## src/pkg/ump_map.svh

```systemverilog
`ifndef UMP_MAP_SVH
`define UMP_MAP_SVH
// Register byte addresses
`define UMP_ADDR_CTRL    4'h0
`define UMP_ADDR_STATUS  4'h4
`define UMP_ADDR_MASK    4'h8
`define UMP_ADDR_DATA    4'hC
// Control field positions
`define UMP_CTRL_DIV_LO  0
`define UMP_CTRL_DIV_HI  7
`define UMP_CTRL_MODE_LO 8
`define UMP_CTRL_MODE_HI 9
`define UMP_CTRL_RE      10
`define UMP_CTRL_MCE     11
// Status bit positions
`define UMP_ST_RX        0
`define UMP_ST_FERR      1
`define UMP_ST_NINTH     2
// Oversampling figures
`define UMP_OVS_LAST     4'hF
`define UMP_OVS_MID      4'h7
// Index of the eighth data bit
`define UMP_LAST_DATA_BIT 3'h7
// AXI response codes
`define UMP_RESP_OKAY    2'h0
`define UMP_RESP_SLVERR  2'h2
`endif

```

## src/pkg/ump_pkg.sv

```systemverilog
package ump_pkg;
  // Serial port operating modes
  typedef enum logic [1:0] {
    UMP_MODE0 = 2'h0,
    UMP_MODE1 = 2'h1,
    UMP_MODE2 = 2'h2,
    UMP_MODE3 = 2'h3
  } ump_mode_t;
  // Receiver sequencing
  typedef enum logic [2:0] {
    UMP_IDLE,
    UMP_START,
    UMP_DATA,
    UMP_NINTH,
    UMP_STOP
  } ump_rx_state_t;
endpackage : ump_pkg

```

## src/pkg/ump_tick_if.sv

```systemverilog
`timescale 1ns/1ps
// Oversampling tick between divider and receiver
interface ump_tick_if;
  logic       tick;
  logic [1:0] mode;
  logic [7:0] divider;
  modport gen (input mode, input divider, output tick);
  modport use_side (output mode, output divider, input tick);
endinterface : ump_tick_if

```

## src/hw/ump_baud_gen.sv

```systemverilog
`timescale 1ns/1ps
`include "ump_map.svh"
module ump_baud_gen
  import ump_pkg::*;
(
  // Clock and reset
  input wire logic clk,
  input wire logic resetn,
  // Tick carrier
  ump_tick_if.gen  tif
);
  logic [7:0] cnt_ff;          // Divider countdown
  logic [7:0] nxt_cnt;
  logic [7:0] reload;          // Reload per mode
  logic       wrap;
  // Mode 2 runs straight off the clock
  assign reload  = (tif.mode == UMP_MODE2) ? 8'h00 : tif.divider;
  assign wrap    = (cnt_ff == 8'h00);
  assign nxt_cnt = wrap ? reload : cnt_ff - 8'h01;
  assign tif.tick = wrap;
  // Counter keeps running so ticks are free-running
  always_ff @(posedge clk or negedge resetn) begin
    if (!resetn) cnt_ff <= 8'h00;
    else         cnt_ff <= nxt_cnt;
  end
endmodule : ump_baud_gen

```

## src/hw/ump_rx_filter.sv

```systemverilog
// Local design decisions: the AXI4-Lite interface to the registers and the address map.
`timescale 1ns/1ps
`include "ump_map.svh"
module ump_rx_filter
  import ump_pkg::*;
(
  // Clock and reset
  input  wire logic        clk,
  input  wire logic        resetn,
  // Serial line
  input  wire logic        rxd,
  // AXI4-Lite write address
  input  wire logic [3:0]  s_axi_awaddr,
  input  wire logic        s_axi_awvalid,
  output logic             s_axi_awready,
  // AXI4-Lite write data
  input  wire logic [31:0] s_axi_wdata,
  input  wire logic [3:0]  s_axi_wstrb,
  input  wire logic        s_axi_wvalid,
  output logic             s_axi_wready,
  // AXI4-Lite write response
  output logic [1:0]       s_axi_bresp,
  output logic             s_axi_bvalid,
  input  wire logic        s_axi_bready,
  // AXI4-Lite read address
  input  wire logic [3:0]  s_axi_araddr,
  input  wire logic        s_axi_arvalid,
  output logic             s_axi_arready,
  // AXI4-Lite read data
  output logic [31:0]      s_axi_rdata,
  output logic [1:0]       s_axi_rresp,
  output logic             s_axi_rvalid,
  input  wire logic        s_axi_rready,
  // Interrupt
  output logic             irq
);
  // Line synchroniser
  logic       rx_meta_ff;      // First stage, read by second only
  logic       rx_sync_ff;      // Safe line level
  // Software registers
  logic [7:0] baud_divider_value_ff;
  logic [1:0] mode_ff;
  logic       receive_enable_bit_ff;
  logic       multiproc_filter_enable_ff;
  logic [2:0] status_ff;       // Sticky events
  logic [2:0] mask_ff;         // Interrupt gates
  logic [7:0] rx_data_ff;      // Received byte
  logic       rx_ninth_bit_flag_ff;
  // Receiver state
  ump_rx_state_t state_ff;
  logic [3:0] ovs_ff;          // Position in bit
  logic [2:0] bit_ff;          // Data bit index
  logic [7:0] shift_ff;        // Incoming byte
  // Bus state
  logic       aw_hold_ff;
  logic       w_hold_ff;
  logic [3:0] awaddr_ff;
  logic [31:0] wdata_ff;
  logic [3:0] wstrb_ff;        // Lanes kept with held data
  logic       bvalid_ff;
  logic [1:0] bresp_ff;
  logic       rvalid_ff;
  logic [31:0] rdata_ff;
  logic [1:0] rresp_ff;
  // Divider
  ump_tick_if tif ();
  assign tif.mode    = mode_ff;
  assign tif.divider = baud_divider_value_ff;
  ump_baud_gen u_baud (
    .clk    (clk),
    .resetn (resetn),
    .tif    (tif)
  );
  // Two-stage synchroniser on the pin
  always_ff @(posedge clk or negedge resetn) begin
    if (!resetn) begin
      rx_meta_ff <= 1'b1;
      rx_sync_ff <= 1'b1;
    end else begin
      rx_meta_ff <= rxd;
      rx_sync_ff <= rx_meta_ff;
    end
  end
  // Receive path decode
  wire nine_bit   = mode_ff[1];
  wire async_mode = (mode_ff != UMP_MODE0);
  wire mid        = tif.tick && (ovs_ff == `UMP_OVS_MID);
  wire last_ovs   = tif.tick && (ovs_ff == `UMP_OVS_LAST);
  wire stop_mid   = (state_ff == UMP_STOP) && mid;
  // Filter: ninth bit in 9-bit modes, stop bit in mode 1
  wire gate_bit   = nine_bit ? rx_ninth_bit_flag_ff : rx_sync_ff;
  wire rx_event   = stop_mid && (!multiproc_filter_enable_ff || gate_bit);
  wire ferr_event = stop_mid && !rx_sync_ff;
  // Receiver sequencer; mode 0 never leaves UMP_IDLE and has no shift clocking
  always_ff @(posedge clk or negedge resetn) begin
    if (!resetn) begin
      state_ff <= UMP_IDLE;
      ovs_ff   <= 4'h0;
      bit_ff   <= 3'h0;
      shift_ff <= 8'h00;
    end else begin
      case (state_ff)
        UMP_IDLE: begin
          ovs_ff <= 4'h0;
          bit_ff <= 3'h0;
          // Falling line starts a frame
          if (receive_enable_bit_ff && async_mode && !rx_sync_ff) state_ff <= UMP_START;
        end
        UMP_START: begin
          if (tif.tick) ovs_ff <= ovs_ff + 4'h1;
          // Glitch shorter than half a bit is dropped
          if (mid && rx_sync_ff) state_ff <= UMP_IDLE;
          else if (last_ovs) state_ff <= UMP_DATA;
        end
        UMP_DATA: begin
          if (tif.tick) ovs_ff <= ovs_ff + 4'h1;
          if (mid) shift_ff <= {rx_sync_ff, shift_ff[7:1]};  // LSB first
          if (last_ovs) begin
            bit_ff <= bit_ff + 3'h1;
            if (bit_ff == `UMP_LAST_DATA_BIT) state_ff <= nine_bit ? UMP_NINTH : UMP_STOP;
          end
        end
        UMP_NINTH: begin
          if (tif.tick) ovs_ff <= ovs_ff + 4'h1;
          if (last_ovs) state_ff <= UMP_STOP;
        end
        UMP_STOP: begin
          if (tif.tick) ovs_ff <= ovs_ff + 4'h1;
          // Return at mid-stop so the next start edge is not missed
          if (mid) state_ff <= UMP_IDLE;
        end
        default: state_ff <= UMP_IDLE;
      endcase
    end
  end
  // Captured frame results
  always_ff @(posedge clk or negedge resetn) begin
    if (!resetn) begin
      rx_ninth_bit_flag_ff <= 1'b0;
      rx_data_ff           <= 8'h00;
    end else begin
      if (state_ff == UMP_NINTH && mid) rx_ninth_bit_flag_ff <= rx_sync_ff;
      else if (stop_mid && !nine_bit) rx_ninth_bit_flag_ff <= rx_sync_ff;
      if (stop_mid) rx_data_ff <= shift_ff;
    end
  end
  // Bus write decode
  wire aw_have  = aw_hold_ff || s_axi_awvalid;
  wire w_have   = w_hold_ff || s_axi_wvalid;
  wire [3:0]  wa = aw_hold_ff ? awaddr_ff : s_axi_awaddr;
  wire [31:0] wd = w_hold_ff ? wdata_ff : s_axi_wdata;
  // Strobes must travel with held data or a late address uses stale lanes
  wire [3:0]  ws = w_hold_ff ? wstrb_ff : s_axi_wstrb;
  wire do_wr    = aw_have && w_have && !bvalid_ff;
  wire wr_ctrl  = do_wr && (wa == `UMP_ADDR_CTRL);
  wire wr_stat  = do_wr && (wa == `UMP_ADDR_STATUS) && ws[0];
  wire wr_mask  = do_wr && (wa == `UMP_ADDR_MASK) && ws[0];
  wire wr_ok    = (wa == `UMP_ADDR_CTRL) || (wa == `UMP_ADDR_STATUS) ||
                  (wa == `UMP_ADDR_MASK) || (wa == `UMP_ADDR_DATA);
  // Fresh bit used: in mode 1 the flag is only loaded on this same edge
  wire [2:0] ev = {rx_event && gate_bit, ferr_event, rx_event};
  assign s_axi_awready = !aw_hold_ff && !bvalid_ff;
  assign s_axi_wready  = !w_hold_ff && !bvalid_ff;
  assign s_axi_bvalid  = bvalid_ff;
  assign s_axi_bresp   = bresp_ff;
  assign irq           = |(status_ff & mask_ff);
  // Write channel holding and response
  always_ff @(posedge clk or negedge resetn) begin
    if (!resetn) begin
      aw_hold_ff <= 1'b0;
      w_hold_ff  <= 1'b0;
      awaddr_ff  <= 4'h0;
      wdata_ff   <= 32'h0000_0000;
      wstrb_ff   <= 4'h0;
      bvalid_ff  <= 1'b0;
      bresp_ff   <= `UMP_RESP_OKAY;
    end else begin
      if (do_wr) begin
        aw_hold_ff <= 1'b0;
        w_hold_ff  <= 1'b0;
        bvalid_ff  <= 1'b1;
        bresp_ff   <= wr_ok ? `UMP_RESP_OKAY : `UMP_RESP_SLVERR;
      end else begin
        if (s_axi_awvalid && s_axi_awready) begin
          aw_hold_ff <= 1'b1;
          awaddr_ff  <= s_axi_awaddr;
        end
        if (s_axi_wvalid && s_axi_wready) begin
          w_hold_ff <= 1'b1;
          wdata_ff  <= s_axi_wdata;
          wstrb_ff  <= s_axi_wstrb;
        end
        if (bvalid_ff && s_axi_bready) bvalid_ff <= 1'b0;
      end
    end
  end
  // Control, mask and sticky status; set beats clear
  always_ff @(posedge clk or negedge resetn) begin
    if (!resetn) begin
      baud_divider_value_ff      <= 8'h00;
      mode_ff                    <= 2'h0;
      receive_enable_bit_ff      <= 1'b0;
      multiproc_filter_enable_ff <= 1'b0;
      status_ff                  <= 3'h0;
      mask_ff                    <= 3'h0;
    end else begin
      if (wr_ctrl && ws[0]) baud_divider_value_ff <= wd[`UMP_CTRL_DIV_HI:`UMP_CTRL_DIV_LO];
      if (wr_ctrl && ws[1]) begin
        mode_ff                    <= wd[`UMP_CTRL_MODE_HI:`UMP_CTRL_MODE_LO];
        receive_enable_bit_ff      <= wd[`UMP_CTRL_RE];
        multiproc_filter_enable_ff <= wd[`UMP_CTRL_MCE];
      end
      if (wr_mask) mask_ff <= wd[2:0];
      status_ff <= (status_ff & ~(wr_stat ? wd[2:0] : 3'h0)) | ev;
    end
  end
  // Read channel
  wire [31:0] ctrl_rd = {20'h0_0000, multiproc_filter_enable_ff, receive_enable_bit_ff,
                         mode_ff, baud_divider_value_ff};
  wire [31:0] data_rd = {23'h00_0000, rx_ninth_bit_flag_ff, rx_data_ff};
  wire rd_ok = (s_axi_araddr == `UMP_ADDR_CTRL) || (s_axi_araddr == `UMP_ADDR_STATUS) ||
               (s_axi_araddr == `UMP_ADDR_MASK) || (s_axi_araddr == `UMP_ADDR_DATA);
  wire [31:0] rd_mux = (s_axi_araddr == `UMP_ADDR_CTRL)   ? ctrl_rd :
                       (s_axi_araddr == `UMP_ADDR_STATUS) ? {29'h0, status_ff} :
                       (s_axi_araddr == `UMP_ADDR_MASK)   ? {29'h0, mask_ff} :
                       (s_axi_araddr == `UMP_ADDR_DATA)   ? data_rd : 32'h0000_0000;
  assign s_axi_arready = !rvalid_ff;
  assign s_axi_rvalid  = rvalid_ff;
  assign s_axi_rdata   = rdata_ff;
  assign s_axi_rresp   = rresp_ff;
  always_ff @(posedge clk or negedge resetn) begin
    if (!resetn) begin
      rvalid_ff <= 1'b0;
      rdata_ff  <= 32'h0000_0000;
      rresp_ff  <= `UMP_RESP_OKAY;
    end else if (s_axi_arvalid && !rvalid_ff) begin
      rvalid_ff <= 1'b1;
      rdata_ff  <= rd_mux;
      rresp_ff  <= rd_ok ? `UMP_RESP_OKAY : `UMP_RESP_SLVERR;
    end else if (rvalid_ff && s_axi_rready) begin
      rvalid_ff <= 1'b0;
    end
  end
endmodule : ump_rx_filter

```

## config.mk

```make
export PLATFORM = sky130hd
export DESIGN_NAME = ump_rx_filter
export DESIGN_NICKNAME = d
export VERILOG_FILES = /design/src/pkg/ump_pkg.sv /design/src/pkg/ump_tick_if.sv /design/src/hw/ump_baud_gen.sv /design/src/hw/ump_rx_filter.sv
export VERILOG_INCLUDE_DIRS = /design/src /design/src/pkg
export SDC_FILE = /design/constraint.sdc
export NUM_CORES = 1
export LEC_CHECK = 0
export ABC_CLOCK_PERIOD_IN_PS = 2800
export BUFFER_PORTS_ARGS = -buffer_cell sky130_fd_sc_hd__buf_2
export CAP_MARGIN = 20
export CELL_PAD_IN_SITES_DETAIL_PLACEMENT = 1
export CELL_PAD_IN_SITES_GLOBAL_PLACEMENT = 1
export CORE_ASPECT_RATIO = 0.7
export CORE_MARGIN = 2
export CORE_UTILIZATION = 43
export CTS_CLUSTER_SIZE = 16
export DETAILED_ROUTE_END_ITERATION = 16
export PLACE_DENSITY_LB_ADDON = 0.1
export SLEW_MARGIN = 20
export SYNTH_ARGS = -nofsm -noshare
export SYNTH_HDL_FRONTEND = slang
export SYNTH_SLANG_ARGS = --single-unit
```

## constraint.sdc

```tcl
create_clock -name clk -period 2.8 [get_ports clk]
set_clock_uncertainty 0.2 [all_clocks]
set_input_delay 0.42 -clock clk [delete_from_list [all_inputs] [get_ports clk]]
set_output_delay 0.42 -clock clk [all_outputs]
set_load 0.1 [all_outputs]
```

* Word level (Yosys, flattened, before mapping) *
Index checks and enable logic that the tools add are counted.

word-level totals
  register bits after elaboration = 113
  input port bits = 52
  output and inout port bits = 42
  logic and storage cells = 153

cells by class
  add/sub/neg operators = 3
  eq/ne operators = 21
  mux-type cells = 36
  bitwise logic cells = 5
  reduce and logical (&&, ||, !) cells = 63

operators by type and width
  kind                                                                 count
  3-bit two-way mux                                                    10
  1-bit logical AND                                                    27
  9-bit two-way mux                                                    3
  12-bit two-way mux                                                   2
  4-bit == test (second input constant)                                5
  8-bit two-way mux                                                    2
  2-bit nonzero test                                                   8
  3-bit case mux with 5 select lines                                   1
  4-bit by 3-bit == test with 1-bit output (second input constant)     3
  1-bit two-way mux                                                    11
  2-bit != test (second input constant)                                5
  2-bit AND reduction                                                  5
  1-bit logical OR                                                     9
  4-bit logical NOT                                                    2
  8-bit logical NOT                                                    1
  4-bit two-way mux                                                    2
  4-bit case mux with 2 select lines                                   1
  8-bit by 1-bit subtractor with 8-bit output (second input constant)  1
  1-bit logical NOT                                                    7
  3-bit bitwise AND                                                    2
  3-bit by 2-bit == test with 1-bit output (second input constant)     2
  3-bit == test (second input constant)                                2
  2-bit two-way mux                                                    3
  3-bit case mux with 2 select lines                                   1
  13 further kinds                                                     13

* Longest topological paths before layout *
Gate-level depths: netlist (run 1).

  word-level depth = 9
  gate-level depth with buffers = 7
  gate-level depth less buffers = 6

* By module *
From an unflattened synthesis (run 1), not the netlist that was laid out.

unflattened totals
  cell total of the unflattened synthesis = 384
  area, all modules = 4573.1 um^2

by module, submodules not included
  module         times used  cells an instance  area each (um^2)  seq. area each (um^2)
  ump_rx_filter  1           336                4071.4            2079.5
  ump_baud_gen   1           48                 501.7             200.2

* Worst setup path before layout (run 1) *
Ideal clock, no wire load.

  path type = reg-to-output
  from = register bvalid_ff (netlist: s_axi_bvalid)
  to = output port s_axi_awready
  data arrival time = 2.181 ns
  required time = 2.180 ns
  path slack = -0.001 ns
  stages on the path, launching flop included = 2
  buffers on the path = 0
  path through = dfrtp_1 > nor2_1

between the ends
  longest elaborated chain between the ends = 2

ends and longest elaborated chain
  what                      line                  text
  start: declaration        ump_rx_filter.sv:60   logic bvalid_ff;
  start signal: assignment  ump_rx_filter.sv:175  bvalid_ff <= 1'b0;
  start signal: assignment  ump_rx_filter.sv:181  bvalid_ff <= 1'b1;
  start signal: assignment  ump_rx_filter.sv:193  if (bvalid_ff && s_axi_bready) bvalid_ff <= 1'b0;
  1-bit logical NOT         ump_rx_filter.sv:162  assign s_axi_awready = !aw_hold_ff && !bvalid_ff;
  1-bit logical AND         ump_rx_filter.sv:162
  end: declaration          ump_rx_filter.sv:15   output logic s_axi_awready,

Every way passes these cells.

* Worst setup path after layout (run 1) *
  from = register u_baud.cnt_ff[0]
  to = register shift_ff[6]

between the ends
  longest elaborated chain between the ends = 3

ends and longest elaborated chain
  what                           line                  text
  start: declaration             ump_baud_gen.sv:12    logic [7:0] cnt_ff;
  start signal: assignment       ump_baud_gen.sv:24    else cnt_ff <= nxt_cnt;
  8-bit logical NOT              ump_baud_gen.sv:18    assign wrap = (cnt_ff == 8'h00);
  1-bit logical AND              ump_rx_filter.sv:87   wire mid = tif.tick && (ovs_ff == `UMP_OVS_MID);
  2-bit AND reduction (no line)  --
  end signal: assignment         ump_rx_filter.sv:117  if (mid) shift_ff <= {rx_sync_ff, shift_ff[7:1]};
  end: declaration               ump_rx_filter.sv:53   logic [7:0] shift_ff;

Every way passes these cells.
A chain may end at the register's enable or synchronous reset.

==> run summary, run 1 <==
Averaged over all synthesized cells, the footprint is 11.5 sq um. Ratio of total power to cell area: 992 nW/um^2. The tools report the sum of overflow across all layers after global routing as 0.

Wires add up to 10800 um. dfrtp_1 takes more of the synthesized area than any other cell. The DRC violation count after routing is 0, and the layout overhead on the synthesized area is 14.3%.

The run gives 31 as the number of core rows. The worst setup path is of the flop to flop kind. The run gives 2 as the maximum count of clock buffers along a single path. The top-level port count came out at 94. Class of the tightest hold or removal check: input pin to flop.

Yosys mapped a number of flops with a built-in enable equal to 0. Once detail routing completed, the nets flagged for antenna violations numbered 0. Measured against its own limit, the worst slew margin works out to 54.4%. Setup repair after global routing left no endpoint under its margin.

In the post-synthesis netlist, the biggest area contributors are dfrtp_1 49%, mux2_2 15%, buf_4 3.7%. The number of slew-limit violations in the final report is 0, and the adder-cell share of the synthesized area is 1.39%. The tools report the via count of the routed design as 3203. The number of buffer cells added on primary ports is 49, and the clock buffer count from CTS is 9. For the clock latency on the worst-skew pair, the log shows 0.34 ns. The worst path uses 85.7% of the clock period. Once layout is complete, the utilization of the core stands at 50.2%. The synthesized netlist devotes 11.0% of its cell area to compound gates.

The detailed-route wire length per cell works out to 18.5 um. The worst supply voltage drop on vdd is 0.000584 V, and the maximum fanout encountered on the critical timing path is 8. After Yosys synthesis, and, or, nand and nor cells account for 11.5% of the synthesized area. In this design, the stage delay of the slowest critical-path cell is 0.52 ns. The via count of the first global-routing pass is 3477, and the worst reg-to-reg path cell count is 6. The multiplexer share of the synthesized area is 17.8%. The number of antenna violations at the first check in global routing is 0. Multi-input combinational cell area: 2010 sq um.

Entering global routing, the biggest net connects 51 pins. Counting every sink on the clock net gives 91. The fraction of layout cells with a size suffix above 1 was 33.3%; the share of the synthesized netlist area taken by xor and xnor gates was 0.970%. In this run the number of H-tree levels came out at 3. The weighted congestion reported at the end of routability-driven placement is 0.772, and the worst path required time is 2.82 ns.

The final count of hold timing violations came out at 0. The flow ran to the end, and the final reports show no timing, DRC or antenna violations. The proportion of synthesized flip-flops having asynchronous set or reset is 100%.

After layout, the minimum clock period comes to 2.40 ns. In this run, synthesis produced a sequential element count of 91. Sequential fraction of the synthesis area: 50.5%. For this run, the total global-route usage over all layers was measured as 20.4%. The worst hold path passes through 2 cells.

The run gives 2.42 ns as the data arrival at the endpoint of the critical path. For the final routed database, the setup TNS stands at 0 ns. The signal on the critical path passes through inv_1 > ha_1 > or3b_2 > nor3_4 > nand3_2 > mux2_2. After clock tree synthesis, the clock-pin slew on the worst setup and hold paths is 0.06 ns.

The mapped netlist covers 4510 sq um. The first global-routing pass estimated 18200 um of wire. The tools report the final setup slack of the worst path as 0.399 ns.

Measured along the y axis, the die boundary spans 89.7 um. Distinct cell type count of the synthesized netlist: 57. The first TritonRoute pass finished after 4 iterations.

The actual transition at the worst max-transition pin works out to 0.678 ns. Among all stages on the critical path, the largest delay is contributed by or3b_2. The floorplan step defined a core boundary enclosing 10300 sq um. STA classifies the critical path endpoint as a flop. For this run, the leading register cell type out of synthesis is dfrtp_1. After clock tree synthesis, the setup repair step added 0 buffers. Power comes to 5.12 mW. TritonCTS built the clock tree.

Across the run, the number of max-cap violations was 0. At the end of the flow, the number of nets in the layout was 504. The cell chosen for the clock root was clkbuf_16.

Setup violations remaining at the end of the flow were counted as 0. The logs give 11300 sq um for the area enclosed by the die boundary and 2280 sq um for the flip-flop and latch area. The via density per instance came out at 5.50.

Top cell type's share of synthesized area: 49.3%. The number of antenna diodes in the final layout is 0. The wire-length estimate of the detail-placed layout is 7760 um. During synthesis, Yosys emitted a total of 0 warnings. The startpoint type of the worst setup path was a flop. By area, the combinational part of the netlist is dominated by multiplexers. The count of filler cells inserted in the layout came out at 1145. The initial utilization of the core area, before any placement, comes to 43.9%. For the maximum clock frequency, the log shows 417 MHz.

In the synthesized netlist, the number of instances is 392. After the first detailed-routing iteration, the DRC count stood at 166. For this design the static power due to leakage is 2.44 nW. For the placement-stage worst setup slack, the log shows 0.451 ns. The die boundary width came out at 126 um.
==> stage by stage <==
step	area [sq um]	hold WS [ns]	std cells
2_1_floorplan	4590	-0.0756	413
3_3_place_gp	4840	0.148	566
3_5_place_dp	4840	0.149	566
4_1_cts	5160	0.0458	582
5_1_grt	5160	0.0567	582
6_report	5160	0.0564	582
==> logic make-up after synthesis <==
family | after synthesis
simple gates | 93
flops | 91
compound gates | 76
mux | 69
buf+inv | 52
fa+ha+maj | 5
xor+xnor | 5
other cells | 1
==> Yosys cell counts (all sizes together), types with 2 or more instances <==
master	count
a211oi	2
a21oi	17
a22o	3
a22oi	6
a311oi	2
a31oi	4
and2	2
buf	30
clkbuf	8
dfrtp	89
dfstp	2
ha	5
inv	14
mux2	60
mux2i	6
mux4	3
nand2	30
nand2b	2
nand3	5
nand3b	4
nand4	4
nor2	15
nor3	10
nor3b	4
nor4	4
o211ai	2
o21ai	24
o221ai	4
o31ai	3
or2	3
or3b	3
or4	4
xnor2	3
xor2	2
==> worst paths after layout <==
kind / startpoint / to / slack (ns)
min in group asynchronous: resetn / baud_divider_value_ff[4] / 0.42
max in group asynchronous: resetn / rx_sync_ff / 1.26
worst min register to register: rx_meta_ff / rx_sync_ff / 0.16
worst max-delay path: u_baud.cnt_ff[0] / shift_ff[6] / 0.40
worst min-delay path: s_axi_rready / s_axi_rvalid / 0.06
worst max register to register: u_baud.cnt_ff[0] / shift_ff[6] / 0.40
==> routing by layer <==
layer	up-vias	global-route usage [%]	routed length, um
li1	1494	-	-
met4	0	5.22	112
met2	68	32.7	5070
met5	-	0	0
met3	10	4.35	362
met1	1631	28.2	5220
==> cell type report <==
type | count | share of cell area, %
clock buffers | 11 | 4.51
clock inverters | 3 | 1.26
flip-flops and latches | 91 | 44.2
repair buffers | 61 | 6.89
multi-input cells | 270 | 38.9
inverters | 14 | 1.02
well taps | 132 | 3.20
==> where the power goes <==
group / leakage [nW] / total (mW) / internal [mW] / switching [mW]
sequential: 1.16 / 2.02 / 1.65 / 0.370
combinational: 1.13 / 1.84 / 0.633 / 1.21
clock: 0.145 / 1.26 / 0.772 / 0.490
total: 2.44 / 5.12 / 3.05 / 2.07
==> registers in the layout, summed over array words and instances, names as in the netlist, 4 cells and up <==
register / count
awaddr_ff: 4
baud_divider_value_ff: 8
ovs_ff: 4
rx_data_ff: 8
s_axi_rdata: 12
shift_ff: 8
u_baud.cnt_ff: 8
wdata_ff: 12
==> timing repair <==
action | CTS | global route
resized for setup | 0 | 0
endpoints found under the hold margin | 42 | 0
hold buffers | 2 | 0
==> critical path: cells and delay by family (launching register included) <==
| family | cells | cell delay [ns] |
|---|---|---|
| and+or+nand+nor | 3 | 1.04 |
| muxes | 1 | 0.37 |
| adders and majority gates | 1 | 0.17 |
| buffers and inverters | 1 | 0.09 |
| DFF | 1 | 0.41 |
==> placed cells by master (no fill, tap or decap), types with 4 or more instances in the layout <==
| master | netlist | final |
|---|---|---|
| conb_1 | 1 | 22 |
| inv_1 | 14 | 14 |
| a21oi_1 | 17 | 17 |
| nand2_1 | 29 | 29 |
| a22oi_1 | 6 | 6 |
| nor3_1 | 9 | 9 |
| ha_1 | 5 | 5 |
| nand3b_1 | 4 | 4 |
| buf_4 | 22 | 10 |
| o221ai_1 | 4 | 4 |
| nor3b_1 | 4 | 4 |
| nor2_1 | 15 | 15 |
| dfrtp_1 | 89 | 89 |
| o21ai_0 | 23 | 23 |
| mux2_2 | 60 | 60 |
| nand3_1 | 4 | 4 |
| clkbuf_16 | 0 | 9 |
| nand4_1 | 4 | 4 |
| mux2i_1 | 6 | 6 |
| buf_2 | 4 | 48 |
| a31oi_1 | 4 | 4 |
(Power assumes the default switching activity.)
==> inputs of run 2 (changes only) <==
==> constraint.sdc (replaced) <==
create_clock -name clk -period 2.8 [get_ports clk]
set_clock_uncertainty 0.2 [all_clocks]
set_input_delay 0.28 -clock clk [delete_from_list [all_inputs] [get_ports clk]]
set_output_delay 0.28 -clock clk [all_outputs]
set_load 0.1 [all_outputs]
==> run 2 against run 1 <==
  * Setup slack better by 0.062 ns
  * Sequential cell count unchanged
  * Hold slack worse by 0.047 ns
  * Combinational power about the same
  * Design area up 2.7%
  * Non-clock buffer count up 16
  * Maximum frequency up 2.7%
  * Wire length up 1.6%
  * Power down 1.9%
  * First-iteration DRC count up 19%
  * Via count up 1.8%
  * Register-to-register slack better by 0.06 ns
  * Largest power group unchanged
==> run summary, run 2 (synthesis gave the netlist of run 1 again) <==
The fraction of layout cells with a size suffix above 1 works out to 32.3% (-1.1 points). The violation count after the first detailed-routing iteration was 197 (+19%); the max-cap violation count was 0 (unchanged). Setup repair after global routing left no endpoint under its margin. Placement-stage worst setup slack: 0.472 ns (+0.0213 ns). The sum of overflow across all layers after global routing was 0 (unchanged); the final setup violation count was 0 (unchanged). The run gives 0 (unchanged) as the number of antenna violations at the first check in global routing.

The worst path required time was 2.82 ns (about the same). The tools report the largest net degree at the start of global routing as 57 (+12%). The maximum fanout encountered on the critical timing path was 8 (unchanged); the number of nets at the end of the flow was 520 (+3.2%).

Final critical path time including I/O delays and setup: 2.34 ns (-0.0620 ns). The worst reg-to-reg path cell count came out at 6 (unchanged). The tools report the global-route wire length before repair as 17900 um (-1.6%). In this run the worst setup path begins at u_baud.cnt_ff[0]. The tools report the number of gates resized after cts as 0 (unchanged). The reg2reg setup slack is 0.46 ns (+0.06 ns). The clock slew at the register clock pins of the worst setup and hold paths is 0.06 ns (about the same).

The run gives 0 (unchanged) as the number of slew-limit violations in the final report. The clock buffer count from CTS is 9 (unchanged). The run gives 91 (unchanged) as the clock net sink count. The tools report the worst supply voltage drop on vdd as 0.000709 V (+21%). The detailed-router iteration count before antenna repair is 4 (unchanged), and the via count of the first global-routing pass is 3307 (-4.9%).

Placeable core area: 10300 sq um (unchanged). The path class of the tightest hold or removal check is input pin to flop. Among cell families on the critical path, the largest total delay comes from simple AND/OR/NAND/NOR gates. The top-level port count was 94 (unchanged). In this run the critical register-to-register path is launched from u_baud.cnt_ff[0]. The tree is rooted in a clkbuf_16. The flow ran to the end, and the final reports show no timing, DRC or antenna violations. The top cell types in the final layout, fill and taps aside, are 89 x dfrtp_1, 60 x mux2_2, 48 x buf_2. The tools report the maximum count of clock buffers along a single path as 2 (unchanged). The total negative slack for setup checks was 0 ns (unchanged); the area enclosed by the die boundary was 11300 sq um (unchanged).

The ratio of total power to cell area was 948 nW/um^2 (-4.5%). Number of core rows: 31 (unchanged). The number of buffer cells added on primary ports came out at 49 (unchanged). The worst setup path is of the flop to flop kind.

The detailed-route wire length per cell came out at 18.2 um (-1.5%). The number of nets still failing antenna checks after routing is 0 (unchanged), and the layout overhead on the synthesized area is 17.4%. The run gives 0.462 ns (+0.0620 ns) as the final setup slack of the worst path. The clock latency on the worst-skew pair was 0.34 ns (about the same). The run gives 59.3% (+5.0 points) as the relative max-transition margin. For the final wirelength, the log shows 10900 um (+1.6%). The number of diodes was 0 (unchanged); the ratio of final minimum period to clock period was 83.5% (-2.2 points). The maximum clock frequency was 428 MHz (+2.7%); the starting density of the core was 43.9% (unchanged). The final count of hold timing violations is 0 (unchanged).

The worst setup path is launched from a flop. In this run the worst setup path terminates at shift_ff[0]. The type of destination of the critical path was a flop.

The tools report the data arrival at the endpoint of the critical path as 2.36 ns (-0.06 ns). The number of buffers and inverters on the critical path is 1 (unchanged), and the count of filler cells inserted in the layout is 1106 (-3.4%). The weighted congestion reported at the end of routability-driven placement came out at 0.813 (+5.3%). TritonCTS built the clock tree. The tools report the endpoint of the most critical register-to-register path as shift_ff[0]. The die span in y was 89.7 um (unchanged). The sum of net half-perimeters after detailed placement is 7830 um (+0.87%). The via density per instance came out at 5.43 (-1.3%). The slowest stage of the critical path belongs to the cell or3b_2. The number of cells on the critical path was 6 (unchanged); the DRC violation count after routing was 0 (unchanged).

The number of post-CTS setup repair buffers came out at 0 (unchanged). Most common cell after layout, fill and taps aside: dfrtp_1. The number of H-tree branching levels was 3 (unchanged); the delay contributed by the slowest stage of the critical path was 0.51 ns (about the same). The actual transition at the worst max-transition pin is 0.610 ns (-0.0682 ns), and the overall power after layout is 5.02 mW (-1.9%). For the combined global-route utilization of all metal layers, the log shows 20.3% (-0.030 points). The die boundary width came out at 126 um (unchanged). For the via count of the routed design, the log shows 3260 (+1.8%).

The static leakage was 2.50 nW (+2.2%). Walking the worst path, the cells encountered are inv_1 > ha_1 > or3b_2 > nor3_4 > nand3_2 > mux2_2.
==> run 2: layout make-up <==
cell class	count	area (sq um)	area share, %
Sequential cell	91	2280	43.0
Tap cell	132	165	3.12
Multi-Input combinational cell	270	2010	37.9
Inverter	14	52.6	0.992
Timing Repair Buffer	77	515	9.73
Clock buffer	14	264	4.98
Clock inverter	2	12.5	0.236
==> run 2: per-stage QoR <==
step / hold WS (ns) / util, % / cell area, sq um / instances
after floorplan: -0.216 / - / 4590 / 413
after global placement: 0.0767 / 47.1 / 4840 / 566
after detailed placement: 0.0779 / 47.1 / 4840 / 566
after CTS: 0.00159 / 51.5 / 5300 / 600
after global routing: 0.00751 / 51.5 / 5300 / 600
final: 0.00950 / 51.5 / 5300 / 600
==> run 2: worst min path at each step <==
stage / slack, ns / endpoint / start / depth (start not counted)
final: 0.01 / wstrb_ff[0] / s_axi_wstrb[0] / 2
after global routing: 0.008 / wstrb_ff[0] / s_axi_wstrb[0] / 2
after detailed placement: 0.08 / wdata_ff[4] / resetn / 1
after global placement: 0.08 / wdata_ff[4] / resetn / 1
after floorplan: -0.22 / aw_hold_ff / resetn / 0
after CTS: 0.002 / wstrb_ff[0] / s_axi_wstrb[0] / 2
==> run 2: layer usage <==
layer	share of wire (%)	routed length, um	vias up	GRT usage, %
met5	0	0	-	0
met4	0.80	87	0	4.67
met3	3.7	402	9	4.64
met2	46	5030	68	31.3
met1	50	5420	1661	29.5
li1	-	-	1522	-
==> run 2: what timing repair did <==
action	in CTS	in global routing
hold buffers	18	0
endpoints found under the hold margin	50	0
setup endpoints to repair	0	0
==> run 2: where the power goes <==
part           switching, mW  total (mW)  internal [mW]
registers              0.365        2.01           1.65
logic                   1.21        1.86          0.647
clock network          0.498        1.15          0.650
==> run 2: worst reg2reg max path, cell delays in order, from the launching register on <==
cell and delay [ns]:
dfrtp_1 0.40, inv_1 0.09, ha_1 0.15, or3b_2 0.51, nor3_4 0.26, nand3_2 0.25, mux2_2 0.36
